<file path="src/pkg/ric_pkg.sv">
// Package for the reset and interrupt control block: offsets, fields, vectors, counts and carriers.
// Contract
// - Every reset source loads the 0x1FFE start vector and sets the mask flag.
// - After power-up hold reset a fixed count and drive the reset pin low.
// - Reset pin still low at count end keeps reset until it rises.
// - Low-supply indication resets only while misc_control bit 3 is set.
// - Fixed priority reset, trap, ext, second ext, timer, keyboard, each own vector.
// - Mask flag set holds off maskable requests; clearing it lets them through.
// - Interrupt entry stacks state and sets mask; return restores it.
// - Requests wait for instruction end, then all pending are sampled.
// - Software trap ignores mask; ranks after requests pending at its fetch.
// - External latch clears early in entry so one more pulse can latch.
// - Bit 4 enables external interrupt; register resets to 0x10.
// - Bit 5 set selects falling edge, clear selects low level trigger.
// - Level mode: line still low after service raises a new request.
// - Bit 0 turns port D pin six into second external interrupt.
// - Second external interrupt latches on falling edge; raised only when unmasked.
// - Bit 1 write-only reads 0; writing 1 clears second latch; reset clears.
// - Bit 7 keyboard master enable; bit 6 write-only clears keyboard latch.
// - Timer request needs the timer flag with timer mask and mask flag clear.
package ric_pkg;

  localparam logic [31:0] MISC_CONTROL_ADDR = 32'h0000000C;
  localparam logic [7:0] MISC_CONTROL_RESET = 8'h10;
  localparam int unsigned BIT_SECOND_EN = 0;
  localparam int unsigned BIT_SECOND_CLR = 1;
  localparam int unsigned BIT_SLOW = 2;
  localparam int unsigned BIT_LOW_SUPPLY_EN = 3;
  localparam int unsigned BIT_EXT_EN = 4;
  localparam int unsigned BIT_EXT_EDGE = 5;
  localparam int unsigned BIT_KBD_CLR = 6;
  localparam int unsigned BIT_KBD_EN = 7;
  localparam logic [7:0] MISC_WRITE_ONLY_MASK = 8'h42;

  localparam logic [15:0] VEC_RESET = 16'h1FFE;
  localparam logic [15:0] VEC_TRAP = 16'h1FFC;
  localparam logic [15:0] VEC_EXT = 16'h1FFA;
  localparam logic [15:0] VEC_SECOND = 16'h1FF8;
  localparam logic [15:0] VEC_TIMER = 16'h1FF6;
  localparam logic [15:0] VEC_KBD = 16'h1FF4;

  // Power-up hold count in bus cycles; plain default, the top module passes it on and the bench overrides it.
  localparam int unsigned POWER_UP_HOLD_COUNT = 4064;
  localparam logic [1:0] HTRANS_NONSEQ = 2'h2;

  typedef enum logic [2:0] {
    RIC_SRC_NONE = 3'h0,
    RIC_SRC_TRAP = 3'h1,
    RIC_SRC_EXT = 3'h2,
    RIC_SRC_SECOND = 3'h3,
    RIC_SRC_TIMER = 3'h4,
    RIC_SRC_KBD = 3'h5
  } ric_src_t;

  // Request and answer with the processor core.
  typedef struct packed {
    logic insn_done;
    logic trap_fetch;
    logic return_from_interrupt;
    logic mask_flag_write;
    logic mask_flag_value;
  } ric_core_req_t;

  typedef struct packed {
    logic take;
    ric_src_t src;
    logic [15:0] vector;
  } ric_grant_t;

endpackage : ric_pkg

</file>
<file path="src/rtl/ric_reset_merge.sv">
// Merges power-on, reset pin and low-supply sources into one synchronised reset.
`timescale 1ns/1ps
`default_nettype none
module ric_reset_merge #(
  parameter int unsigned HOLD = ric_pkg::POWER_UP_HOLD_COUNT
) (
  // Clock and power-on reset.
  input wire logic hclk,
  input wire logic hresetn,
  // Sources.
  input wire logic reset_pin_in,
  input wire logic low_supply_reset,
  input wire logic low_supply_reset_enable,
  // Merged reset and pin drive.
  output logic sys_reset_ff,
  output logic reset_pin_drive_ff
);
  typedef struct packed {
    logic [12:0] cnt;
    logic hold_done;
    logic sys_reset;
    logic pin_drive;
  } ric_rm_state_t;

  ric_rm_state_t s_ff;
  ric_rm_state_t nxt_s;

  // Count out the stabilisation time, then follow the pin and supply.
  always_comb begin
    nxt_s = s_ff;
    if (!s_ff.hold_done) begin
      nxt_s.pin_drive = 1'b1;
      if (s_ff.cnt >= 13'(HOLD - 1)) begin
        nxt_s.hold_done = 1'b1;
        nxt_s.pin_drive = 1'b0;
      end else begin
        nxt_s.cnt = s_ff.cnt + 13'h0001;
      end
      nxt_s.sys_reset = 1'b1;
    end else begin
      // Release is registered, so the reset leaves on a clock edge.
      nxt_s.sys_reset = !reset_pin_in || (low_supply_reset && low_supply_reset_enable);
    end
  end

  always_ff @(posedge hclk or negedge hresetn) begin
    if (!hresetn) begin
      s_ff <= '{cnt: 13'h0000, hold_done: 1'b0, sys_reset: 1'b1, pin_drive: 1'b1};
    end else begin
      s_ff <= nxt_s;
    end
  end

  assign sys_reset_ff = s_ff.sys_reset;
  assign reset_pin_drive_ff = s_ff.pin_drive;
endmodule : ric_reset_merge
`default_nettype wire

</file>
<file path="src/rtl/ric_prio.sv">
// Fixed-priority selector of the pending request and its vector.
`timescale 1ns/1ps
`default_nettype none
module ric_prio (
  // Qualified requests.
  input wire logic trap,
  input wire logic ext,
  input wire logic second,
  input wire logic timer,
  input wire logic kbd,
  // Choice.
  output ric_pkg::ric_src_t src,
  output logic [15:0] vector
);
  // Highest first; reset is handled above this selector.
  always_comb begin
    if (trap) begin
      src = ric_pkg::RIC_SRC_TRAP;
      vector = ric_pkg::VEC_TRAP;
    end else if (ext) begin
      src = ric_pkg::RIC_SRC_EXT;
      vector = ric_pkg::VEC_EXT;
    end else if (second) begin
      src = ric_pkg::RIC_SRC_SECOND;
      vector = ric_pkg::VEC_SECOND;
    end else if (timer) begin
      src = ric_pkg::RIC_SRC_TIMER;
      vector = ric_pkg::VEC_TIMER;
    end else if (kbd) begin
      src = ric_pkg::RIC_SRC_KBD;
      vector = ric_pkg::VEC_KBD;
    end else begin
      src = ric_pkg::RIC_SRC_NONE;
      vector = ric_pkg::VEC_RESET;
    end
  end
endmodule : ric_prio
`default_nettype wire

</file>
<file path="src/rtl/ric_top.sv">
// Reset and interrupt control top: bus slave, control register, latches and core handshake.
`timescale 1ns/1ps
`default_nettype none
module ric_top #(
  parameter int unsigned POWER_UP_HOLD = ric_pkg::POWER_UP_HOLD_COUNT
) (
  // Bus clock and power-on reset.
  input wire logic hclk,
  input wire logic hresetn,
  // AHB-Lite slave.
  input wire logic hsel,
  input wire logic [31:0] haddr,
  input wire logic [1:0] htrans,
  input wire logic hwrite,
  input wire logic [2:0] hsize,
  input wire logic [31:0] hwdata,
  input wire logic hready,
  output logic [31:0] hrdata,
  output logic hreadyout,
  output logic hresp,
  // Reset pin as three signals and the supply detector.
  input wire logic reset_pin_in,
  output logic reset_pin_out,
  output logic reset_pin_oe,
  input wire logic low_supply_reset,
  // Interrupt pins and neighbouring request sources.
  input wire logic ext_int_pin_n,
  input wire logic port_d_pin_six,
  input wire logic timer_overflow_flag,
  input wire logic timer_request_mask,
  input wire logic keyboard_interrupt,
  // Processor core handshake.
  input wire ric_pkg::ric_core_req_t core_req,
  output ric_pkg::ric_grant_t grant,
  output logic core_reset,
  output logic [15:0] start_vector,
  output logic condition_mask_flag,
  output logic keyboard_latch_clear,
  output logic misc_bit_slow,
  output logic keyboard_master_enable
);

  typedef struct packed {
    logic [7:0] misc;
    logic ext_latch;
    logic ext_pin_q;
    logic second_latch;
    logic second_pin_q;
    logic mask_flag;
    logic [1:0] stack_mask;
    logic trap_pending;
    logic trap_early;
    logic dphase_wr;
    logic dphase_rd;
    logic [31:0] rdata;
    ric_pkg::ric_grant_t grant;
    logic kbd_clr;
    logic in_reset;
  } ric_state_t;

  ric_state_t s_ff;
  ric_state_t nxt_s;
  logic sys_reset;
  logic pin_drive;
  ric_pkg::ric_src_t sel_src;
  logic [15:0] sel_vec;
  logic ext_req;
  logic second_req;
  logic timer_req;
  logic kbd_req;
  logic trap_first;
  logic any_hw;

  // Address phase is valid on a selected non-sequential transfer to the control word.
  function automatic logic hit(input logic [31:0] a);
    return a[31:2] == ric_pkg::MISC_CONTROL_ADDR[31:2];
  endfunction : hit

  ric_reset_merge #(.HOLD(POWER_UP_HOLD)) u_reset (
    .hclk(hclk),
    .hresetn(hresetn),
    .reset_pin_in(reset_pin_in),
    .low_supply_reset(low_supply_reset),
    .low_supply_reset_enable(s_ff.misc[ric_pkg::BIT_LOW_SUPPLY_EN]),
    .sys_reset_ff(sys_reset),
    .reset_pin_drive_ff(pin_drive)
  );

  // Requests qualified by the mask flag; timer and keyboard also by their own mask or enable.
  always_comb begin
    ext_req = s_ff.ext_latch && !s_ff.mask_flag;
    second_req = s_ff.second_latch && !s_ff.mask_flag;
    timer_req = timer_overflow_flag && !timer_request_mask && !s_ff.mask_flag;
    kbd_req = keyboard_interrupt && s_ff.misc[ric_pkg::BIT_KBD_EN] && !s_ff.mask_flag;
    any_hw = ext_req || second_req || timer_req || kbd_req;
    // A trap yields to hardware requests that were already pending at its fetch.
    trap_first = s_ff.trap_pending && !(s_ff.trap_early && any_hw);
  end

  ric_prio u_prio (
    .trap(trap_first),
    .ext(ext_req),
    .second(second_req),
    .timer(timer_req),
    .kbd(kbd_req),
    .src(sel_src),
    .vector(sel_vec)
  );

  // One next-state process for the whole block.
  always_comb begin
    logic wr_now;
    logic ext_low;
    logic ext_fall;
    logic sec_fall;
    logic [7:0] wval;
    wr_now = s_ff.dphase_wr;
    wval = hwdata[7:0];
    nxt_s = s_ff;
    nxt_s.grant.take = 1'b0;
    nxt_s.kbd_clr = 1'b0;
    nxt_s.in_reset = 1'b0;
    nxt_s.ext_pin_q = ext_int_pin_n;
    nxt_s.second_pin_q = port_d_pin_six;
    ext_low = !ext_int_pin_n;
    ext_fall = s_ff.ext_pin_q && !ext_int_pin_n;
    sec_fall = s_ff.second_pin_q && !port_d_pin_six;

    // Bus data phase: one wait-free cycle, response always OKAY.
    nxt_s.dphase_wr = hsel && hready && htrans == ric_pkg::HTRANS_NONSEQ && hwrite && hit(haddr);
    nxt_s.dphase_rd = hsel && hready && htrans == ric_pkg::HTRANS_NONSEQ && !hwrite;
    if (hsel && hready && htrans == ric_pkg::HTRANS_NONSEQ && !hwrite) begin
      // Write-only clear bits always read back as zero; other addresses read zero.
      nxt_s.rdata = hit(haddr) ? {24'h000000, s_ff.misc & ~ric_pkg::MISC_WRITE_ONLY_MASK} : 32'h00000000;
    end
    if (wr_now) begin
      nxt_s.misc = wval & ~ric_pkg::MISC_WRITE_ONLY_MASK;
      if (wval[ric_pkg::BIT_SECOND_CLR]) begin
        nxt_s.second_latch = 1'b0;
      end
      nxt_s.kbd_clr = wval[ric_pkg::BIT_KBD_CLR];
    end

    // External pin: edge sets a latch, level mode follows the line while it stays low.
    if (s_ff.misc[ric_pkg::BIT_EXT_EN]) begin
      if (s_ff.misc[ric_pkg::BIT_EXT_EDGE]) begin
        if (ext_fall) begin
          nxt_s.ext_latch = 1'b1;
        end
      end else if (ext_low) begin
        nxt_s.ext_latch = 1'b1;
      end
    end else begin
      nxt_s.ext_latch = 1'b0;
    end

    // Second pin latches falling edges only while its enable is set.
    if (s_ff.misc[ric_pkg::BIT_SECOND_EN] && sec_fall) begin
      nxt_s.second_latch = 1'b1;
    end

    // Core events: trap fetch, mask flag write, return and instruction end.
    if (core_req.trap_fetch) begin
      nxt_s.trap_pending = 1'b1;
      nxt_s.trap_early = any_hw;
    end
    if (core_req.mask_flag_write) begin
      nxt_s.mask_flag = core_req.mask_flag_value;
    end
    if (core_req.return_from_interrupt) begin
      nxt_s.mask_flag = s_ff.stack_mask[0];
      nxt_s.stack_mask = {1'b0, s_ff.stack_mask[1]};
    end
    if (core_req.insn_done && sel_src != ric_pkg::RIC_SRC_NONE) begin
      // Sampling happens only here, so a running instruction is never cut short.
      nxt_s.grant.take = 1'b1;
      nxt_s.grant.src = sel_src;
      nxt_s.grant.vector = sel_vec;
      nxt_s.mask_flag = 1'b1;
      nxt_s.stack_mask = {s_ff.stack_mask[0], s_ff.mask_flag};
      if (sel_src == ric_pkg::RIC_SRC_TRAP) begin
        nxt_s.trap_pending = 1'b0;
        nxt_s.trap_early = 1'b0;
      end
      if (sel_src == ric_pkg::RIC_SRC_EXT) begin
        // Cleared at entry; an edge in this cycle still wins, so one pulse is not lost.
        nxt_s.ext_latch = s_ff.misc[ric_pkg::BIT_EXT_EDGE] ? ext_fall : ext_low;
      end
    end

    // A merged reset restores the control word, latches, mask, stack and trap state, and points the core at the start vector.
    if (sys_reset) begin
      nxt_s.misc = ric_pkg::MISC_CONTROL_RESET;
      nxt_s.ext_latch = 1'b0;
      nxt_s.second_latch = 1'b0;
      nxt_s.mask_flag = 1'b1;
      nxt_s.stack_mask = 2'h0;
      nxt_s.trap_pending = 1'b0;
      nxt_s.trap_early = 1'b0;
      nxt_s.grant = '{take: 1'b0, src: ric_pkg::RIC_SRC_NONE, vector: ric_pkg::VEC_RESET};
      nxt_s.in_reset = 1'b1;
    end
  end

  always_ff @(posedge hclk or negedge hresetn) begin
    if (!hresetn) begin
      s_ff <= '{misc: ric_pkg::MISC_CONTROL_RESET, ext_latch: 1'b0, ext_pin_q: 1'b1,
                second_latch: 1'b0, second_pin_q: 1'b1, mask_flag: 1'b1, stack_mask: 2'h0,
                trap_pending: 1'b0, trap_early: 1'b0, dphase_wr: 1'b0, dphase_rd: 1'b0,
                rdata: 32'h00000000,
                grant: '{take: 1'b0, src: ric_pkg::RIC_SRC_NONE, vector: ric_pkg::VEC_RESET},
                kbd_clr: 1'b0, in_reset: 1'b1};
    end else begin
      s_ff <= nxt_s;
    end
  end

  // Outputs come straight from state flip-flops or are tied to constants.
  assign hrdata = s_ff.rdata;
  assign hreadyout = 1'b1;
  assign hresp = 1'b0;
  assign reset_pin_out = 1'b0;
  assign reset_pin_oe = pin_drive;
  assign grant = s_ff.grant;
  assign core_reset = s_ff.in_reset;
  assign start_vector = ric_pkg::VEC_RESET;
  assign condition_mask_flag = s_ff.mask_flag;
  assign keyboard_latch_clear = s_ff.kbd_clr;
  assign misc_bit_slow = s_ff.misc[ric_pkg::BIT_SLOW];
  assign keyboard_master_enable = s_ff.misc[ric_pkg::BIT_KBD_EN];
endmodule : ric_top
`default_nettype wire

</file>
<file path="config.mk">
export PLATFORM = sky130hd
export DESIGN_NAME = ric_top
export DESIGN_NICKNAME = d
export VERILOG_FILES = /design/src/pkg/ric_pkg.sv /design/src/rtl/ric_reset_merge.sv /design/src/rtl/ric_prio.sv /design/src/rtl/ric_top.sv
export SDC_FILE = /design/constraint.sdc
export NUM_CORES = 1
export LEC_CHECK = 0
export BUFFER_PORTS_ARGS = -buffer_cell sky130_fd_sc_hd__buf_2
export CAP_MARGIN = 10
export CORE_MARGIN = 2
export CORE_UTILIZATION = 40
export CTS_CLUSTER_SIZE = 24
export DETAILED_ROUTE_END_ITERATION = 12
export PLACE_DENSITY = 0.86
export SKIP_LAST_GASP = 1
export SYNTH_ARGS = -nofsm -noshare
export SYNTH_HDL_FRONTEND = slang
export SYNTH_SLANG_ARGS = --single-unit
</file>
<file path="constraint.sdc">
create_clock -name hclk -period 2.07 [get_ports hclk]
set_clock_uncertainty 0.15 [all_clocks]
set_input_delay 0.414 -clock hclk [delete_from_list [all_inputs] [get_ports hclk]]
set_output_delay 0.414 -clock hclk [all_outputs]
set_load 0.02 [all_outputs]
</file>
==> flow_metrics.tcl <==
set metrics [dict create \
    outcome "finished clean" \
    path_cells "nor3_1, a311o_1, and2_1, a221oi_2" \
    async_flop_share 1.000 \
    drive_gt1_frac 0.3227 \
    drtIter0Drc 93 \
    finalNetCount 430 \
    grt_overflow 0 \
    grt_max_degree 49 \
    synth_compound_area_frac 0.1018 \
    clk-insertion-delay-late_ps 300 \
    cpMaxStageDelayCell "dfrtp_1" \
    synth.yosys.seq_area_share 0.4454 \
    critical_path_class "reg2reg" \
    io_buffers 84 \
    die_x_um 86.58 \
    maxSlewViolCount 0 \
    cp_slowest_stage_delay_ps 540 \
    grt_antenna_before_repair 0 \
    grt_pass1_wl_mm 8.569 \
    drc_errors 0 \
    final_cell_mix "buf_2, conb_1, dfrtp_1" \
    synthCells 280 \
    ys.flop_type "dfrtp_1" \
    yosys.area_share.simple 0.1578 \
    coreArea_um2 6681 \
    ir_drop_mv 0.2466 \
    grt_pass1_vias 1902 \
    gp_congestion 0.8637 \
    critPathLaunchType "flip-flop" \
    p_leak_nw 1.485 \
    clock-sinks 48 \
    io_pins 163 \
    antenna_cells 0 \
    required_ps 2130 \
    timing.fmax_mhz 536.4 \
    wl_per_cell_um 12.37 \
    drt_first_pass_iters 4 \
    hold_buffers 0 \
    htreeDepth 2 \
    timing.setup.tns_ps 0 \
    period_needed_ps 1864 \
    area_growth_syn_to_layout_pct 8.715 \
    muxShareOfSynthArea 0.03394 \
    synth.distinct_cells 54 \
    synthXorXnorAreaFrac 0.02890 \
    cts_made_buffers 5 \
    vias 1966 \
    synth_top_family_by_area "buffers and inverters" \
    avgSynthCellArea_um2 9.741 \
    grtUsageTotal 0.1440 \
    num_rows 30 \
    tightest_slew_ps 568.4 \
    initial_core_util 0.4082 \
    endpoint_kind "flip-flop" \
    wirelength_mm 5.245 \
    period_share 0.9006 \
    finalCoreUtilization 0.4438 \
    synth_edf_count 0 \
    cp_max_fo 11 \
    cap_viol_max_count 0 \
    n_fill_cell 665 \
    synth_area_um2 2728 \
    die_y_um 86.58 \
    synth_seq_cells 48 \
    ant_nets 0 \
    hold_violations 0 \
    path_clk_slew_ps 90 \
    setup_violations 0 \
    min_path_type "in2async" \
    layout_commonest_cell "buf_2" \
    critPathArrivalTime_ps 1930 \
    post_cts_buffers 0 \
    synth_adder_area_share 0.004587 \
    dieArea_um2 7495 \
    yosysWarnings 0 \
    clk_path_buf_depth 2 \
    ctsResizeCount 0 \
    root_buffer "clkbuf_8" \
    maxSlewHeadroom 0.6113 \
    p_per_area_nw_per_um2 571.9 \
    avgViaCountPerCell 4.637 \
    dp_hpwl_mm 4.095 \
    grt_setup_unrepaired "false" \
    cts_tree "built" \
]
==> power by group <==
| group | leakage, nW | switching [mW] | internal [mW] |
|---|---|---|---|
| logic | 0.823 | 0.125 | 0.0466 |
| registers | 0.618 | 0.000514 | 0.941 |
| clock network | 0.0445 | 0.310 | 0.272 |
| total | 1.49 | 0.436 | 1.26 |
==> state kept, by name, summed over array words and instances (netlist names) <==
signal                      flops
u_reset.s_ff                   14
grant                           8
u_reset.reset_pin_drive_ff      1
condition_mask_flag             1
core_reset                      1
keyboard_latch_clear            1
keyboard_master_enable          1
hrdata                          6
misc_bit_slow                   1
s_ff                           13
u_reset.sys_reset_ff            1
==> cell families (layout without fill, tap and decap cells) <==
logic type | Yosys count | after routing
buffers and inverters | 89 | 106
adder cells (fa/ha/maj) | 1 | 1
XOR/XNOR | 9 | 9
multiplexers | 9 | 9
flip-flops | 48 | 48
AO/OA/AOI/OAI | 40 | 40
AND/OR/NAND/NOR | 82 | 82
other | 2 | 49
==> layer usage <==
layer | wire length, um | vias to the layer above | track usage | part of all wire
met5 | 0 | - | 0 | 0
met4 | 84 | 0 | 0.05824 | 0.016
met3 | 279 | 9 | 0.02857 | 0.053
met2 | 2703 | 71 | 0.2448 | 0.52
met1 | 2177 | 936 | 0.1795 | 0.42
li1 | - | 950 | - | -
==> cell usage after synthesis (2+ instances only) <==
cell type | instances | area share
nor2_1 | 19 | 0.026
o31ai_1 | 2 | 0.0055
conb_1 | 2 | 0.0028
nor4_1 | 5 | 0.011
nor2b_1 | 3 | 0.0069
o21ai_0 | 7 | 0.013
nand3_1 | 4 | 0.0073
and2_1 | 2 | 0.0046
nor3_1 | 6 | 0.011
a21oi_1 | 8 | 0.015
inv_1 | 12 | 0.017
nand4b_1 | 2 | 0.0064
xor2_1 | 3 | 0.0096
clkbuf_1 | 3 | 0.0041
nand2b_1 | 4 | 0.0092
nand4_1 | 2 | 0.0046
dfstp_2 | 11 | 0.11
xnor2_1 | 6 | 0.019
dfrtp_1 | 37 | 0.34
a31oi_1 | 3 | 0.0069
nand2_1 | 24 | 0.033
o211ai_1 | 3 | 0.0083
nand4_2 | 2 | 0.0092
buf_4 | 72 | 0.20
a21o_1 | 3 | 0.0083
mux2i_1 | 7 | 0.026
==> worst max-delay path: cells and delay by family, from the launching register on <==
family / cells / cell delay (ps)
AOI/OAI and AO/OA: 2 / 700
DFF: 1 / 540
and+or+nand+nor: 2 / 390
==> stage by stage <==
stage / std cells / power (mW) / hold slack (ps) / cell area [um2] / worst slack [ps]
6_report: 424 / 1.696 / 40.10 / 2965 / 205.8
3_3_place_gp: 416 / 1.127 / 237.5 / 2872 / 176.3
5_1_grt: 424 / 1.762 / 55.24 / 2965 / 104.3
4_1_cts: 424 / 1.714 / 54.36 / 2965 / 192.1
3_5_place_dp: 416 / 1.131 / 245.8 / 2872 / 120.9
2_1_floorplan: 327 / 1.123 / -31.59 / 2904 / 302.2
==> path summary, 6_finish.rpt <==
check	start	end	slack, ps	depth (start not counted)
setup / recovery	s_ff[57]	s_ff[58]	210	4
hold / removal	hresetn	hrdata[5]	40	2
setup reg to reg	s_ff[57]	s_ff[58]	210	4
hold reg to reg	u_reset.s_ff[15]	u_reset.s_ff[15]	260	0
max in group asynchronous	hresetn	u_reset.s_ff[7]	1310	2
min in group hclk	port_d_pin_six	s_ff[61]	60	1
==> layout make-up <==
cell class,instances,area (um2),area share
multi-input cells,190,1076,0.3629
clock buffers,7,86.33,0.02911
clock inverters,1,7.507,0.002532
well taps,80,100.1,0.03376
flip-flops and latches,48,1215,0.4097
repair buffers,86,435.4,0.1468
inverters,12,45.04,0.01519
No activity file was read; power rests on OpenSTA's default activity.
